`src/pcb_consts.svh`:
```
// crossbar constants: pin counts, signal ranks, select-field positions, resets
// assumes inclusion from the type package and the crossbar modules only
`ifndef PCB_CONSTS_SVH
`define PCB_CONSTS_SVH

// -----------------------------------------------------------------------------
// pin space
// -----------------------------------------------------------------------------
`define PCB_NPIN      39
`define PCB_NXB       32
`define PCB_NSIG      22
`define PCB_OWN_W     5
`define PCB_OWN_NONE  5'h1f
`define PCB_SYNC_W    3
`define PCB_RD_SETTLE 3'h4

// -----------------------------------------------------------------------------
// signal ids, in priority rank (lower id wins the lower free pin; the serial pair keeps its fixed pins)
// -----------------------------------------------------------------------------
`define PCB_SIG_SER_TX  5'h00
`define PCB_SIG_SER_RX  5'h01
`define PCB_SIG_SPI_CLK 5'h02
`define PCB_SIG_SPI_MI  5'h03
`define PCB_SIG_SPI_MO  5'h04
`define PCB_SIG_SPI_SEL 5'h05
`define PCB_SIG_SMB_DAT 5'h06
`define PCB_SIG_SMB_CLK 5'h07
`define PCB_SIG_CMP0    5'h08
`define PCB_SIG_CMP0A   5'h09
`define PCB_SIG_CMP1    5'h0a
`define PCB_SIG_CMP1A   5'h0b
`define PCB_SIG_SYSCLK  5'h0c
`define PCB_SIG_CAP0    5'h0d
`define PCB_SIG_EXTCNT  5'h13
`define PCB_SIG_TMR0    5'h14
`define PCB_SIG_TMR1    5'h15
`define PCB_NCAP        6

// -----------------------------------------------------------------------------
// select register a / b field positions
// -----------------------------------------------------------------------------
`define PCB_SA_SER     0
`define PCB_SA_SPI     1
`define PCB_SA_SMB     2
`define PCB_SA_SYSCLK  3
`define PCB_SA_CMP0    4
`define PCB_SA_CMP0A   5
`define PCB_SA_CMP1    6
`define PCB_SA_CMP1A   7
`define PCB_SB_CAP_LO  0
`define PCB_SB_CAP_HI  2
`define PCB_SB_EXTCNT  3
`define PCB_SB_TMR0    4
`define PCB_SB_TMR1    5
`define PCB_SB_XBAR    6
`define PCB_SB_PUD     7
`define PCB_SSM_3WIRE  2'h0

// -----------------------------------------------------------------------------
// fixed serial pins and reset values
// -----------------------------------------------------------------------------
`define PCB_TX_PIN_L   1
`define PCB_RX_PIN_L   2
`define PCB_TX_PIN_S   4
`define PCB_RX_PIN_S   5
`define PCB_IN_MODE_RST 39'h7f_ffff_ffff
`define PCB_SEL_RST     8'h00

`endif

```
`src/pcb_pkg.sv`:
```
// crossbar types: configuration and peripheral carriers
// assumes pcb_consts.svh is on the include path
package pcb_pkg;
`include "pcb_consts.svh"

   // per-pin port configuration, one bit per pin (skip mask: routable pins only)
   typedef struct packed {
      logic [`PCB_NPIN-1:0] input_mode;   // 1 digital, 0 analog
      logic [`PCB_NPIN-1:0] output_mode;  // 1 push-pull, 0 open-drain
      logic [`PCB_NXB-1:0]  skip_mask;    // 1 skip pin for routing
      logic [`PCB_NPIN-1:0] data_latch;   // gpio output value
   } pcb_pin_cfg_t;

   // peripheral selection fields
   typedef struct packed {
      logic [7:0] sel_a;                  // periph_select_reg_a
      logic [7:0] sel_b;                  // periph_select_reg_b
      logic [1:0] ssm;                    // slave_select_mode_field
   } pcb_sel_t;

   // peripheral drive, indexed by signal id
   typedef struct packed {
      logic [`PCB_NSIG-1:0] val;
      logic [`PCB_NSIG-1:0] oe;
   } pcb_periph_drv_t;

   typedef logic [`PCB_OWN_W-1:0] pcb_owner_t;
endpackage

```
`src/pcb_pin_sync.sv`:
```
// three-stage pin level synchroniser with agreement filter
// assumes asynchronous pin levels and a single system clock
`timescale 1ns/100ps
module pcb_pin_sync
   import pcb_pkg::*;
#(
   parameter int W = `PCB_NPIN
) (
   input  wire logic         clk_sys_i,
   input  wire logic         reset_i,
   input  wire logic [W-1:0] pin_i,
   output logic      [W-1:0] level_o
);
   // -----------------------------------------------------------------------------
   // sync chain
   // -----------------------------------------------------------------------------
   logic [W-1:0] s1_r;   // metastable stage, read only by s2
   logic [W-1:0] s2_r;
   logic [W-1:0] s3_r;
   logic [W-1:0] lvl_r;  // filtered level

   // chain shifts every edge
   always_ff @(posedge clk_sys_i) begin
      if (reset_i) begin
         s1_r <= '0;
         s2_r <= '0;
         s3_r <= '0;
      end else begin
         s1_r <= pin_i;
         s2_r <= s1_r;
         s3_r <= s2_r;
      end
   end

   // a change counts only once stages two and three agree
   always_ff @(posedge clk_sys_i) begin
      if (reset_i) begin
         lvl_r <= '0;
      end else begin
         lvl_r <= (s2_r & s3_r) | (lvl_r & (s2_r | s3_r));
      end
   end

   assign level_o = lvl_r;
endmodule

```
`src/pcb_crossbar.sv`:
```
// priority pin crossbar: routes peripherals onto free, unskipped port pins; the serial pair takes its fixed pins even when skipped
// assumes config ports driven from the system clock domain, pins asynchronous
//
// Functional notes
// signals ranked, first serial port highest
// each enabled signal takes lowest free pin
// serial lines on fixed pins per variant
// assigned pin passed over for next signal
// skipped pins treated as occupied
// skip bit n maps to pin n
// bus pairs and serial pairs claimed together
// leftover pins are contiguous gpio
// select line routed only in four-wire mode
// only ports zero to three are routable
// input mode bit one digital, zero analog
// input modes reset to digital
// analog pin: no pullup, driver, receiver
// driver type follows output mode bit
// management bus pins always open-drain
// pullup on open-drain unless disabled
// pullup off when driving low or analog
// disabled crossbar: plain inputs, selections ignored
// drivers off while crossbar disabled
// port read returns pin levels
// software orders configuration, enable last
// software skips pins used outside crossbar
// new routing applies next clock cycle
// routed pin from peripheral, else latch
`timescale 1ns/100ps
module pcb_crossbar
   import pcb_pkg::*;
#(
   parameter bit LARGE_PKG = 1'b1   // 1: largest pin-out variant
) (
   input  wire logic                 clk_sys_i,
   input  wire logic                 reset_i,
   input  wire pcb_pin_cfg_t         pin_cfg_i,
   input  wire pcb_sel_t             sel_i,
   input  wire pcb_periph_drv_t      periph_drv_i,
   input  wire logic [`PCB_NPIN-1:0] pin_level_i,
   output logic      [`PCB_NPIN-1:0] pin_out_o,
   output logic      [`PCB_NPIN-1:0] pin_oe_o,
   output logic      [`PCB_NPIN-1:0] pin_pullup_o,
   output logic      [`PCB_NPIN-1:0] port_read_o,
   output logic      [`PCB_NSIG-1:0] periph_in_o,
   output logic      [`PCB_NXB-1:0]  pin_routed_o
);
   // -----------------------------------------------------------------------------
   // fixed serial pin positions
   // -----------------------------------------------------------------------------
   localparam int TX_PIN = LARGE_PKG ? `PCB_TX_PIN_L : `PCB_TX_PIN_S;
   localparam int RX_PIN = LARGE_PKG ? `PCB_RX_PIN_L : `PCB_RX_PIN_S;

   // -----------------------------------------------------------------------------
   // functions
   // -----------------------------------------------------------------------------
   // one-hot pin mask, used by routing and by checks
   function automatic logic [`PCB_NXB-1:0] pin_bit(input int p);
      logic [`PCB_NXB-1:0] m;
      m = '0;
      m[p] = 1'b1;
      return m;
   endfunction

   // priority walk: highest-ranked signal first, lowest free pin first
   function automatic logic [`PCB_NXB*`PCB_OWN_W-1:0] route(
      input logic [`PCB_NSIG-1:0] req,
      input logic [`PCB_NXB-1:0]  skip);
      logic [`PCB_NXB-1:0]          taken;
      logic [`PCB_NXB*`PCB_OWN_W-1:0] own;
      logic                         done;
      // all-ones owner code marks a free pin
      own   = '1;
      taken = skip;
      // serial pair is placed first, on its fixed pins
      if (req[`PCB_SIG_SER_TX]) begin
         own[TX_PIN*`PCB_OWN_W +: `PCB_OWN_W] = `PCB_SIG_SER_TX;
         own[RX_PIN*`PCB_OWN_W +: `PCB_OWN_W] = `PCB_SIG_SER_RX;
         taken = taken | pin_bit(TX_PIN) | pin_bit(RX_PIN);
      end
      // rank order after the serial pair
      // done keeps one signal off a second pin
      for (int s = 2; s < `PCB_NSIG; s++) begin
         done = 1'b0;
         for (int p = 0; p < `PCB_NXB; p++) begin
            if (req[s] && !done && !taken[p]) begin
               own[p*`PCB_OWN_W +: `PCB_OWN_W] = `PCB_OWN_W'(s);
               taken[p] = 1'b1;
               done     = 1'b1;
            end
         end
      end
      return own;
   endfunction

   // -----------------------------------------------------------------------------
   // configuration registers
   // -----------------------------------------------------------------------------
   // one edge of latency buys a registered source
   pcb_pin_cfg_t cfg_r;   // captured pin configuration
   pcb_sel_t     sel_r;   // captured selections

   // capture on every edge; the one-cycle hop gives a clean reset state
   always_ff @(posedge clk_sys_i) begin
      if (reset_i) begin
         cfg_r.input_mode  <= `PCB_IN_MODE_RST;
         cfg_r.output_mode <= '0;
         cfg_r.skip_mask   <= '0;
         cfg_r.data_latch  <= '0;
      end else begin
         cfg_r <= pin_cfg_i;
      end
   end

   // selections, enable and pullup disable
   always_ff @(posedge clk_sys_i) begin
      if (reset_i) begin
         sel_r.sel_a <= `PCB_SEL_RST;
         sel_r.sel_b <= `PCB_SEL_RST;
         sel_r.ssm   <= `PCB_SSM_3WIRE;
      end else begin
         sel_r <= sel_i;
      end
   end

   // -----------------------------------------------------------------------------
   // request vector
   // -----------------------------------------------------------------------------
   logic                       xbar_en;   // crossbar enable bit
   logic                       pud;       // pullup disable bit
   logic                       four_wire; // spi needs its select line
   logic [`PCB_NSIG-1:0]       req;       // requested signals
   logic [`PCB_NXB*`PCB_OWN_W-1:0] own_flat;

   // enable and pullup disable sit in register b
   assign xbar_en   = sel_r.sel_b[`PCB_SB_XBAR];
   assign pud       = sel_r.sel_b[`PCB_SB_PUD];
   assign four_wire = sel_r.ssm != `PCB_SSM_3WIRE;

   // decode selections; nothing is requested while disabled
   always_comb begin
      req = '0;
      if (xbar_en) begin
         req[`PCB_SIG_SER_TX]  = sel_r.sel_a[`PCB_SA_SER];
         req[`PCB_SIG_SER_RX]  = sel_r.sel_a[`PCB_SA_SER];
         req[`PCB_SIG_SPI_CLK] = sel_r.sel_a[`PCB_SA_SPI];
         req[`PCB_SIG_SPI_MI]  = sel_r.sel_a[`PCB_SA_SPI];
         req[`PCB_SIG_SPI_MO]  = sel_r.sel_a[`PCB_SA_SPI];
         // select line only in four-wire mode
         req[`PCB_SIG_SPI_SEL] = sel_r.sel_a[`PCB_SA_SPI] & four_wire;
         req[`PCB_SIG_SMB_DAT] = sel_r.sel_a[`PCB_SA_SMB];
         req[`PCB_SIG_SMB_CLK] = sel_r.sel_a[`PCB_SA_SMB];
         req[`PCB_SIG_CMP0]    = sel_r.sel_a[`PCB_SA_CMP0];
         req[`PCB_SIG_CMP0A]   = sel_r.sel_a[`PCB_SA_CMP0A];
         req[`PCB_SIG_CMP1]    = sel_r.sel_a[`PCB_SA_CMP1];
         req[`PCB_SIG_CMP1A]   = sel_r.sel_a[`PCB_SA_CMP1A];
         req[`PCB_SIG_SYSCLK]  = sel_r.sel_a[`PCB_SA_SYSCLK];
         // capture modules are taken as a count, lowest module first
         for (int k = 0; k < `PCB_NCAP; k++) begin
            req[int'(`PCB_SIG_CAP0) + k] =
               sel_r.sel_b[`PCB_SB_CAP_HI:`PCB_SB_CAP_LO] > 3'(k);
         end
         // counter and timer inputs rank last
         req[`PCB_SIG_EXTCNT]  = sel_r.sel_b[`PCB_SB_EXTCNT];
         req[`PCB_SIG_TMR0]    = sel_r.sel_b[`PCB_SB_TMR0];
         req[`PCB_SIG_TMR1]    = sel_r.sel_b[`PCB_SB_TMR1];
      end
   end

   // only the 32 pins of ports zero to three enter the walk
   assign own_flat = route(req, cfg_r.skip_mask);

   // -----------------------------------------------------------------------------
   // pin level input
   // -----------------------------------------------------------------------------
   logic [`PCB_NPIN-1:0] lvl;   // filtered pin levels

   pcb_pin_sync #(
      .W (`PCB_NPIN)
   ) u_sync (
      .clk_sys_i (clk_sys_i),
      .reset_i   (reset_i),
      .pin_i     (pin_level_i),
      .level_o   (lvl)
   );

   // receiver off in analog mode, so those bits read zero
   assign port_read_o = lvl & cfg_r.input_mode;

   // -----------------------------------------------------------------------------
   // per-pin output cell
   // -----------------------------------------------------------------------------
   logic [`PCB_NXB-1:0] smb_mask;   // pins carrying the management bus
   logic [`PCB_NXB-1:0] sel_mask;   // pins carrying the spi select line

   // driver and pullup for every pin, route status for the pins of ports zero to three
   always_comb begin
      pcb_owner_t o;
      logic       v;
      logic       e;
      logic       pp;
      logic       drv;
      o            = `PCB_OWN_NONE;
      v            = 1'b0;
      e            = 1'b0;
      pp           = 1'b0;
      drv          = 1'b0;
      // every output set on every path
      pin_out_o    = '0;
      pin_oe_o     = '0;
      pin_pullup_o = '0;
      pin_routed_o = '0;
      smb_mask     = '0;
      sel_mask     = '0;
      periph_in_o  = '0;
      for (int p = 0; p < `PCB_NPIN; p++) begin
         o = `PCB_OWN_NONE;
         if (p < `PCB_NXB) begin
            o = own_flat[p*`PCB_OWN_W +: `PCB_OWN_W];
         end
         pp = cfg_r.output_mode[p];
         if (o != `PCB_OWN_NONE) begin
            // routed pin: value and enable from the peripheral
            v  = periph_drv_i.val[o];
            e  = periph_drv_i.oe[o];
            pin_routed_o[p] = 1'b1;
            // filtered pad level, zero if analog
            periph_in_o[o]  = lvl[p] & cfg_r.input_mode[p];
            if (o == `PCB_SIG_SMB_DAT || o == `PCB_SIG_SMB_CLK) begin
               pp = 1'b0;
               smb_mask[p] = 1'b1;
            end
            if (o == `PCB_SIG_SPI_SEL) begin
               sel_mask[p] = 1'b1;
            end
         end else begin
            // leftover pin is plain gpio from the latch
            v = cfg_r.data_latch[p];
            e = 1'b1;
         end
         // disabled crossbar leaves every pad an input
         // open-drain only ever pulls low
         drv = xbar_en & cfg_r.input_mode[p] & e & (pp | ~v);
         pin_out_o[p] = v & pp;
         pin_oe_o[p]  = drv;
         // weak pullup: open-drain, digital, not disabled, not sinking
         pin_pullup_o[p] = cfg_r.input_mode[p] & ~pp & ~pud
                           & ~(drv & ~v);
      end
   end

   // -----------------------------------------------------------------------------
   // checks
   // -----------------------------------------------------------------------------
   // helpers for the checks only
   logic [`PCB_NXB-1:0] uart_pins;  // fixed serial pair mask
   assign uart_pins = pin_bit(TX_PIN) | pin_bit(RX_PIN);

   logic [2:0]          rd_age_r;   // edges since reset, saturating

   // read check waits until the sync chain has refilled
   always_ff @(posedge clk_sys_i) begin
      if (reset_i) begin
         rd_age_r <= 3'h0;
      end else begin
         rd_age_r <= (rd_age_r == `PCB_RD_SETTLE) ? rd_age_r : rd_age_r + 3'h1;
      end
   end

   // enable sampled raw, outputs one edge later
   // reset cycles are disabled, so the hostile reset selections are not checked here
   AST_DRV_OFF_DISABLED: assert property (
      @(posedge clk_sys_i) disable iff (reset_i)
      !sel_i.sel_b[`PCB_SB_XBAR] |=> (pin_oe_o == '0) && (pin_routed_o == '0))
      else $error("driver on or pin routed while crossbar disabled");

   // analog pads quiet on all three paths
   // mode compared one edge late, like the capture
   AST_ANALOG_QUIET: assert property (
      @(posedge clk_sys_i) disable iff (reset_i)
      1'b1 |=> ((pin_oe_o | pin_pullup_o | port_read_o)
                & ~$past(pin_cfg_i.input_mode)) == '0)
      else $error("analog pin shows driver, pullup or receiver");

   // a sinking pad with pullup on wastes current
   AST_NO_PULLUP_LOW: assert property (
      @(posedge clk_sys_i) disable iff (reset_i)
      (pin_pullup_o & pin_oe_o & ~pin_out_o) == '0)
      else $error("pullup on while pin sinks low");

   // global disable beats every open-drain pad
   AST_PUD_KILLS_PULLUP: assert property (
      @(posedge clk_sys_i) disable iff (reset_i)
      sel_i.sel_b[`PCB_SB_PUD] |=> pin_pullup_o == '0)
      else $error("pullup on with pullup disable set");

   // fixed serial pins are exempt from skipping
   // a breach would land on an analog pin
   AST_SKIP_HONOURED: assert property (
      @(posedge clk_sys_i) disable iff (reset_i)
      1'b1 |=> (pin_routed_o & $past(pin_cfg_i.skip_mask) & ~uart_pins) == '0)
      else $error("peripheral routed onto skipped pin");

   // boot pins never move with other selections
   AST_SERIAL_FIXED: assert property (
      @(posedge clk_sys_i) disable iff (reset_i)
      sel_i.sel_b[`PCB_SB_XBAR] && sel_i.sel_a[`PCB_SA_SER]
      |=> own_flat[TX_PIN*`PCB_OWN_W +: `PCB_OWN_W] == `PCB_SIG_SER_TX
          && own_flat[RX_PIN*`PCB_OWN_W +: `PCB_OWN_W] == `PCB_SIG_SER_RX)
      else $error("serial pair not on its fixed pins");

   // three-wire spi leaves the select pin free
   AST_SELECT_BY_MODE: assert property (
      @(posedge clk_sys_i) disable iff (reset_i)
      sel_i.sel_b[`PCB_SB_XBAR] && sel_i.sel_a[`PCB_SA_SPI]
      && sel_i.ssm == `PCB_SSM_3WIRE |=> sel_mask == '0)
      else $error("select line routed in three-wire mode");

   // serial off, no skips: spi starts at pin zero
   // clock then miso on pins zero and one
   AST_LOWEST_PIN: assert property (
      @(posedge clk_sys_i) disable iff (reset_i)
      sel_i.sel_b[`PCB_SB_XBAR] && !sel_i.sel_a[`PCB_SA_SER]
      && sel_i.sel_a[`PCB_SA_SPI] && pin_cfg_i.skip_mask == '0
      |=> own_flat[0 +: `PCB_OWN_W] == `PCB_SIG_SPI_CLK
          && own_flat[`PCB_OWN_W +: `PCB_OWN_W] == `PCB_SIG_SPI_MI)
      else $error("highest ranked signal not on lowest free pin");

   // one bus pin alone is useless
   AST_BUS_PAIR: assert property (
      @(posedge clk_sys_i) disable iff (reset_i)
      sel_i.sel_b[`PCB_SB_XBAR] && sel_i.sel_a[`PCB_SA_SMB]
      && pin_cfg_i.skip_mask == '0 |=> $countones(smb_mask) == 2)
      else $error("management bus pair not claimed together");

   // a bus pad may only sink
   AST_BUS_OPEN_DRAIN: assert property (
      @(posedge clk_sys_i) disable iff (reset_i)
      (pin_oe_o[`PCB_NXB-1:0] & pin_out_o[`PCB_NXB-1:0] & smb_mask) == '0)
      else $error("management bus pin driven high");

   // filter lags the pad by up to four edges
   // only bits that held for two samples compared
   AST_READ_IS_PIN: assert property (
      @(posedge clk_sys_i) disable iff (reset_i)
      rd_age_r == `PCB_RD_SETTLE
      |-> ((port_read_o ^ ($past(pin_level_i, 3) & cfg_r.input_mode))
           & ~($past(pin_level_i, 3) ^ $past(pin_level_i, 4))) == '0)
      else $error("port read differs from settled pin level");
endmodule

```
`config.mk`:
```
export PLATFORM = sky130hd
export DESIGN_NAME = pcb_crossbar
export DESIGN_NICKNAME = d
export VERILOG_FILES = /design/src/pcb_pkg.sv /design/src/pcb_pin_sync.sv /design/src/pcb_crossbar.sv
export VERILOG_INCLUDE_DIRS = /design/src
export SDC_FILE = /design/constraint.sdc
export NUM_CORES = 2
export LEC_CHECK = 0
export BUFFER_PORTS_ARGS = -buffer_cell sky130_fd_sc_hd__buf_2
export CAP_MARGIN = 20
export CELL_PAD_IN_SITES_DETAIL_PLACEMENT = 1
export CELL_PAD_IN_SITES_GLOBAL_PLACEMENT = 2
export CORE_MARGIN = 3
export CORE_UTILIZATION = 31
export CTS_CLUSTER_SIZE = 25
export DETAILED_ROUTE_END_ITERATION = 10
export PLACE_DENSITY_LB_ADDON = 0.1
export SETUP_SLACK_MARGIN = 0.2
export SLEW_MARGIN = 20
export SYNTH_ARGS = -nofsm -noshare
export SYNTH_HDL_FRONTEND = slang
export SYNTH_SLANG_ARGS = --single-unit
export TNS_END_PERCENT = 20
```
`constraint.sdc`:
```
create_clock -name clk_sys_i -period 12.2 [get_ports clk_sys_i]
set_input_delay 2.44 -clock clk_sys_i [delete_from_list [all_inputs] [get_ports clk_sys_i]]
set_output_delay 2.44 -clock clk_sys_i [all_outputs]
set_load 0.02 [all_outputs]
```
==> Word level (Yosys, flattened, before mapping) <==
Cells that the tools add are included.
{ "word_totals": {"ff_bits": 323, "in_bits": 252, "out_inout_bits": 210, "elab_cells": 5549} }
{ "classes": {"n_lt_le_gt_ge": 70, "n_eq_ne": 96, "muxes": 2286, "bitwise_logic": 501, "reduce_logical": 2585} }
{ "op_table": {"columns": ["op", "count"], "rows": [
  ["$mux W5", 640],
  ["$mux W1", 1484],
  ["$logic_and A1 B1 Y1", 1292],
  ["$logic_not A1 Y1", 1260],
  ["$mux W22", 33],
  ["$bwmux W22", 31],
  ["$and A1 B1 Y1", 338],
  ["$bmux W1 S5", 64],
  ["$eq A5 B3 Y1 const B", 64],
  ["$lt A5 B6 Y1 const B", 32],
  ["$demux W1 S5", 32],
  ["$ge A5 B1 Y1 const B", 32],
  ["$ne A5 B5 Y1 const B", 32],
  ["$not A1 Y1", 118],
  ["$and A39 B39 Y39", 3],
  ["$or A39 B39 Y39", 2],
  ["$or A1 B1 Y1", 39],
  ["$logic_or A1 B1 Y1", 32],
  ["$and A22 B22 Y22", 1],
  ["$mux W10", 1],
  ["$gt A3 B1 Y1 const B", 2],
  ["$gt A3 B2 Y1 const B", 2],
  ["$gt A3 B3 Y1 const B", 2],
  ["$mux W3", 1],
  ["$reduce_bool A2 Y1", 1]
]} }

==> Longest topological paths before layout <==
{ "depth": {"ltp_word": 197, "ltp_mapped": 53, "depth_no_buf": 35} }

==> Cells and area by module <==
Synthesis repeated with hierarchy kept, for this count alone.
{ "unflattened": {"cells_unflattened": 7919, "hier_area_um2": 51479.4} }
{ "modules_own_cells": {"columns": ["module", "n_inst", "cells_each", "area_each_um2", "seq_area_each_um2"], "rows": [
  ["pcb_crossbar", 1, 7512, 46977.6, 3343.2],
  ["pcb_pin_sync", 1, 407, 4501.8, 3123.0]
]} }

==> Least setup slack after synthesis <==
No wires, ideal clock.
{ "synth_timing": {"path_kind": "register to output", "startpoint": "reg sel_r[8] (netlist name)", "endpoint": "out pin_pullup_o[24]", "arrival_ns": 9.989, "required_ns": 9.760, "slack_ns": -0.229, "stages_incl_launch_ff": 45, "path_buffers": 10, "cell_sequence": "dfxtp_1 -> buf_6 -> buf_4 -> o311ai_2 -> nor4_2 -> o22ai_2 -> a211oi_2 -> nand2_1 -> buf_2 -> a2111oi_2 -> a2111oi_2 -> a221oi_2 -> buf_2 -> or2_1 -> buf_2 -> a21oi_2 -> or2_1 -> buf_2 -> (+9 left out) -> and2_4 -> buf_4 -> nor2_1 -> nor2_1 -> nand4_1 -> clkbuf_1 -> nor2_1 -> a21oi_1 -> and2_1 -> o211ai_1 -> and4_1 -> clkbuf_1 -> clkbuf_1 -> mux4_2 -> a22oi_1 -> a41o_1 -> nor2b_1 -> nor4b_1"} }
{ "synth_via": {"elab_chain_cells": 165, "word_cells_on_any_way": 2937, "classes_between": "3 x eq/ne; 985 x mux; 11 x bitwise; 1938 x reduce/logical"} }
{ "synth_lines": {"columns": ["item", "line_no", "source"], "rows": [
  ["start, declared", "pcb_crossbar.sv:101", "pcb_sel_t sel_r;"],
  ["start signal, assigned", "pcb_crossbar.sv:122", "sel_r <= sel_i;"],
  ["$mux W22", "pcb_crossbar.sv:143", "if (xbar_en) begin"],
  ["$logic_and A1 B1 Y1", "pcb_crossbar.sv:86", "if (req[s] && !done && !taken[p]) begin"],
  ["$mux W1", "pcb_crossbar.sv:86", null],
  ["$logic_not A1 Y1", "pcb_crossbar.sv:86", null],
  ["$logic_and A1 B1 Y1", "pcb_crossbar.sv:86", null],
  ["$mux W1 / $logic_and A1 B1 Y1 (equally long branches)", "pcb_crossbar.sv:86", null],
  ["$logic_not A1 Y1 / $mux W1 (equally long branches)", "pcb_crossbar.sv:86", null],
  ["$logic_and A1 B1 Y1 / $logic_not A1 Y1 (equally long branches)", "pcb_crossbar.sv:86", null],
  ["(+149 left out)", null, null],
  ["$mux W1 (implied by the code) / $logic_or A1 B1 Y1 (equally long branches)", null, null],
  ["$mux W1 (on tied branches)", "pcb_crossbar.sv:222, pcb_crossbar.sv:229", null],
  ["$not A1 Y1 / $mux W1 (equally long branches)", "pcb_crossbar.sv:243, pcb_crossbar.sv:248, pcb_crossbar.sv:222", null],
  ["$or A1 B1 Y1", "pcb_crossbar.sv:243", "drv = xbar_en & cfg_r.input_mode[p] & e & (pp | ~v);"],
  ["$and A1 B1 Y1", "pcb_crossbar.sv:243", null],
  ["$and A1 B1 Y1", "pcb_crossbar.sv:248", "& ~(drv & ~v);"],
  ["$not A1 Y1", "pcb_crossbar.sv:248", null],
  ["$and A1 B1 Y1 (*)", "pcb_crossbar.sv:248", null],
  ["end, declared", "pcb_crossbar.sv:43", "output logic [`PCB_NPIN-1:0] pin_pullup_o,"]
]} }
Mark *: on every way between the ends. The rest lies on a longest branch, timed or not. The select of a mux whose other input is x is not followed.

==> Final worst setup path <==
{ "layout_timing": {"startpoint": "reg cfg_r[39] (netlist name)", "endpoint": "out pin_oe_o[31]"} }
{ "layout_via": {"elab_chain_cells": 191, "word_cells_on_any_way": 3754, "classes_between": "3 x eq/ne; 1257 x mux; 4 x bitwise; 2490 x reduce/logical"} }
{ "layout_lines": {"columns": ["item", "line_no", "source"], "rows": [
  ["start, declared", "pcb_crossbar.sv:100", "pcb_pin_cfg_t cfg_r;"],
  ["start signal, assigned", "pcb_crossbar.sv:111", "cfg_r <= pin_cfg_i;"],
  ["$mux W3 (*)", "pcb_crossbar.sv:76", "if (req[`PCB_SIG_SER_TX]) begin"],
  ["$logic_not A1 Y1", "pcb_crossbar.sv:86", null],
  ["$logic_and A1 B1 Y1", "pcb_crossbar.sv:86", null],
  ["$mux W1", "pcb_crossbar.sv:86", null],
  ["$logic_not A1 Y1", "pcb_crossbar.sv:86", null],
  ["$logic_and A1 B1 Y1", "pcb_crossbar.sv:86", null],
  ["$mux W1 / $logic_and A1 B1 Y1 (equally long branches)", "pcb_crossbar.sv:86", null],
  ["$logic_not A1 Y1 / $mux W1 (equally long branches)", "pcb_crossbar.sv:86", null],
  ["(+175 left out)", null, null],
  ["$logic_and A1 B1 Y1", "pcb_crossbar.sv:86", null],
  ["$mux W5 (*)", "pcb_crossbar.sv:86", null],
  ["$bmux W1 S5 / $eq A5 B3 Y1 (equally long branches)", null, null],
  ["$mux W1 (implied by the code) / $logic_or A1 B1 Y1 (equally long branches)", null, null],
  ["$mux W1 (on tied branches)", "pcb_crossbar.sv:222, pcb_crossbar.sv:229", null],
  ["$not A1 Y1 / $mux W1 (equally long branches)", "pcb_crossbar.sv:243, pcb_crossbar.sv:222", null],
  ["$or A1 B1 Y1", "pcb_crossbar.sv:243", null],
  ["$and A1 B1 Y1 (*)", "pcb_crossbar.sv:243", null],
  ["end, declared", "pcb_crossbar.sv:42", "output logic [`PCB_NPIN-1:0] pin_oe_o,"]
]} }
Marked as above.

==> impl_metrics.yaml <==
timing:
  drv_slew: 0
  fin_crit_sh: 1.16
  tightest_slew_ns: 1.34
  fin_crit_ns: 14.15
  fin_tns_setup_ns: -99.26
  setup_violations: 91
  setup_slack_ns: -1.95
  clock_skew_ns: 0.0965
  final_hold_viol_count: 0
  rsz0062_at_grt: "yes"
  fmax_mhz: 70.7
  slew_headroom: 0.103
synthesis:
  synth-seq-area-share: 0.124
  synth_cell_type_count: 171
  synth.avg_cell_area_um2: 6.66
  synth_seq_cells: 323
  ys.flop_type: "dfxtp_1"
  yosys.area.top_type_share: 0.124
  ys_top_cells_by_area: "dfxtp_1 (12%), a21oi_1 (7.4%), nand2_1 (6.6%)"
  synth_top_area_cell: "dfxtp_1"
  synthMostInstantiatedCell: "nand2_1"
  syn_area_um2: 52300
  synth_edf_count: 0
  synth_top_cells_by_count: "nand2_1 (921), nor2_1 (894), a21oi_1 (777), o21ai_0 (554), clkbuf_1 (355)"
  synthesis.nets: 8102
  syn_inst: 7850
  ys_warn_count: 0
  async_reset_ff_frac: 0
layout:
  drive_above_1_share: 0.432
  multi_input_area_um2: 47500
  layout.area.seq_um2: 6490
  areaGrowthSynthToFinish_pct: 61.3
  n_fill_cell: 21000
  nets: 10900
  stdcell_count: 12900
placed_design:
  place_congestion: 1.10
  dp.cells: 12500
  io_buffers: 461
  dp_hpwl_mm: 330
worst_setup_path:
  r2r_end: "u_sync.s2_r[14]$_SDFF_PP0_"
  end_kind: "primary output"
  path_max_fanout: 12
  crit_arrival_ns: 11.71
  crit_type: "reg -> out"
  cp_slowest_cell: "or4_4"
  max_stage_delay_ns: 0.55
  cp_common_cell: "buf_4"
  worstSetupStartpointType: "flip-flop"
  r2r_setup_slack_ns: 10.69
  reg2regPathDepth: 1
  r2r_start: "u_sync.s1_r[14]$_SDFF_PP0_"
  worstPathRequired_ns: 9.76
cts:
  root_buffer: "clkbuf_16"
  cts_tree: "yes"
  ctsHtreeMaxLevel: 2
  cts.sinks: 323
  path_clk_slew_ns: 0.07
  cts_made_buffers: 40
  clk_latency_ns: 0.73
  clk_path_buf_depth: 3
  hold_buffers: 0
floorplan:
  die-area_um2: 174000
  start_util: 0.313
  fp-row-count: 150
  die_x_um: 417
  coreArea_um2: 167000
  die_y_um: 417
  ios: 462
grt:
  antenna_found_initial: 43
  grt_pass1_wl_mm: 596
  grt_pass1_vias: 81000
  grt_usage: 0.468
  grt_overflow: 0
  grt_max_degree: 98
hold_path:
  hold_depth: 1
  min_to: "u_sync.s2_r[16]$_SDFF_PP0_"
  hp-class: "reg -> reg"
  min-delay-start: "u_sync.s1_r[16]$_SDFF_PP0_"
route:
  first_pass_iters: 6
  finalWirelength_mm: 430
  ant_nets: 0
  routed_via_density: 6.41
  drt_iter0_drc: 9463
  route.detailed.drc: 0
  via_count: 83000
  wl_per_cell_um: 33.3
run:
  drv_cap: 0
run_status:
  violations: "negative setup slack"
  status: "finished with violations"
power:
  leakagePower_nw: 36.0
  power_density_nw_per_um2: 48.0
  ir_drop_mv: 0.111
## per-layer routing
layer / wire (um) / vias up / part of all wire / global-route usage
li1: - / 35500 / - / -
met4: 37600 / 24 / 0.087 / 0.331
met3: 50000 / 1372 / 0.12 / 0.145
met2: 174000 / 5065 / 0.40 / 0.672
met1: 168000 / 41000 / 0.39 / 0.591
met5: 165 / - / 0.00038 / 0
## what timing repair did
action                                  CTS  global route
resized for setup                       718           521
pin swaps                               210           238
cloned                                    4             1
buffers inserted                        185           147
endpoints found under the setup margin  109           106
## cells by family after synthesis
logic type	after synthesis	synth area share
AND/OR/NAND/NOR	3378	0.317
AO/OA/AOI/OAI	3036	0.407
buffers and inverters	710	0.0641
flip-flops	323	0.124
multiplexers	320	0.0728
adder cells (fa/ha/maj)	55	0.0108
XOR/XNOR	28	0.00483
## where the power goes
group / switching, mW / internal (mW) / leakage (nW)
combinational: 1.01 / 0.625 / 32.7
clock: 0.584 / 0.678 / 0.620
sequential: 0.0469 / 1.10 / 2.67
## cells in the final DEF, fill, tap and decap left out, types with 123 or more instances in the layout
cell,count
mux2i_1,203
a21oi_1,706
buf_2,425
nor2b_1,312
buf_6,187
nor3_1,212
nand3_1,237
o211ai_1,162
o21ai_0,505
nor2_1,817
buf_4,2661
inv_1,123
nand2_1,892
dfxtp_1,314
## metrics by stage
step | utilization | hold slack (ns) | setup WS [ns] | area (um^2) | total power, mW
2_1_floorplan | - | 0.414 | -0.0288 | 52500 | 1.84
3_3_place_gp | 0.445 | 0.416 | -2.17 | 74400 | 2.55
3_5_place_dp | 0.445 | 0.427 | -2.53 | 74400 | 2.58
4_1_cts | 0.482 | 0.408 | -1.64 | 80600 | 3.93
5_1_grt | 0.504 | 0.427 | -2.26 | 84300 | 4.17
6_report | 0.504 | 0.395 | -1.95 | 84400 | 4.05
## final cells by class
| class | count | area share |
|---|---|---|
| inverter | 150 | 0.00672 |
| clock inverter | 17 | 0.00228 |
| tap | 2204 | 0.0327 |
| timing repair buffer | 3349 | 0.305 |
| sequential | 323 | 0.0769 |
| antenna | 19 | 0.000564 |
| clock buffer | 55 | 0.0130 |
| multi-input combinational | 6818 | 0.563 |
## worst max-delay path, delay by kind of cell, from the launching register on
| family | cells | cell delay (ns) |
|---|---|---|
| AND/OR/NAND/NOR | 15 | 4.01 |
| AO/OA/AOI/OAI | 16 | 2.94 |
| buffers and inverters | 16 | 2.84 |
| flip-flops | 1 | 0.39 |
| multiplexers | 1 | 0.34 |
| adder cells (fa/ha/maj) | 1 | 0.32 |
| XOR/XNOR | 1 | 0.16 |
## sequential cells by signal, indices dropped and copies added, names as in the netlist
register and count:
u_sync.s1_r 39, sel_r 17, u_sync.level_o 39, cfg_r 149
pud 1, u_sync.s3_r 39, u_sync.s2_r 39
## worst max path at each step
stage | start | end | cells after the start
2_1_floorplan | sel_r[10]$_SDFF_PP0_ | pin_pullup_o[28] | 39
3_3_place_gp | sel_r[8]$_SDFF_PP0_ | pin_oe_o[31] | 48
3_5_place_dp | cfg_r[40]$_SDFF_PP0_ | pin_oe_o[31] | 48
4_1_cts | cfg_r[41]$_SDFF_PP0_ | pin_oe_o[31] | 54
5_1_grt | cfg_r[39]$_SDFF_PP0_ | pin_oe_o[31] | 50
6_report | cfg_r[39]$_SDFF_PP0_ | pin_oe_o[31] | 50
Power figures use the tool's default switching activity.
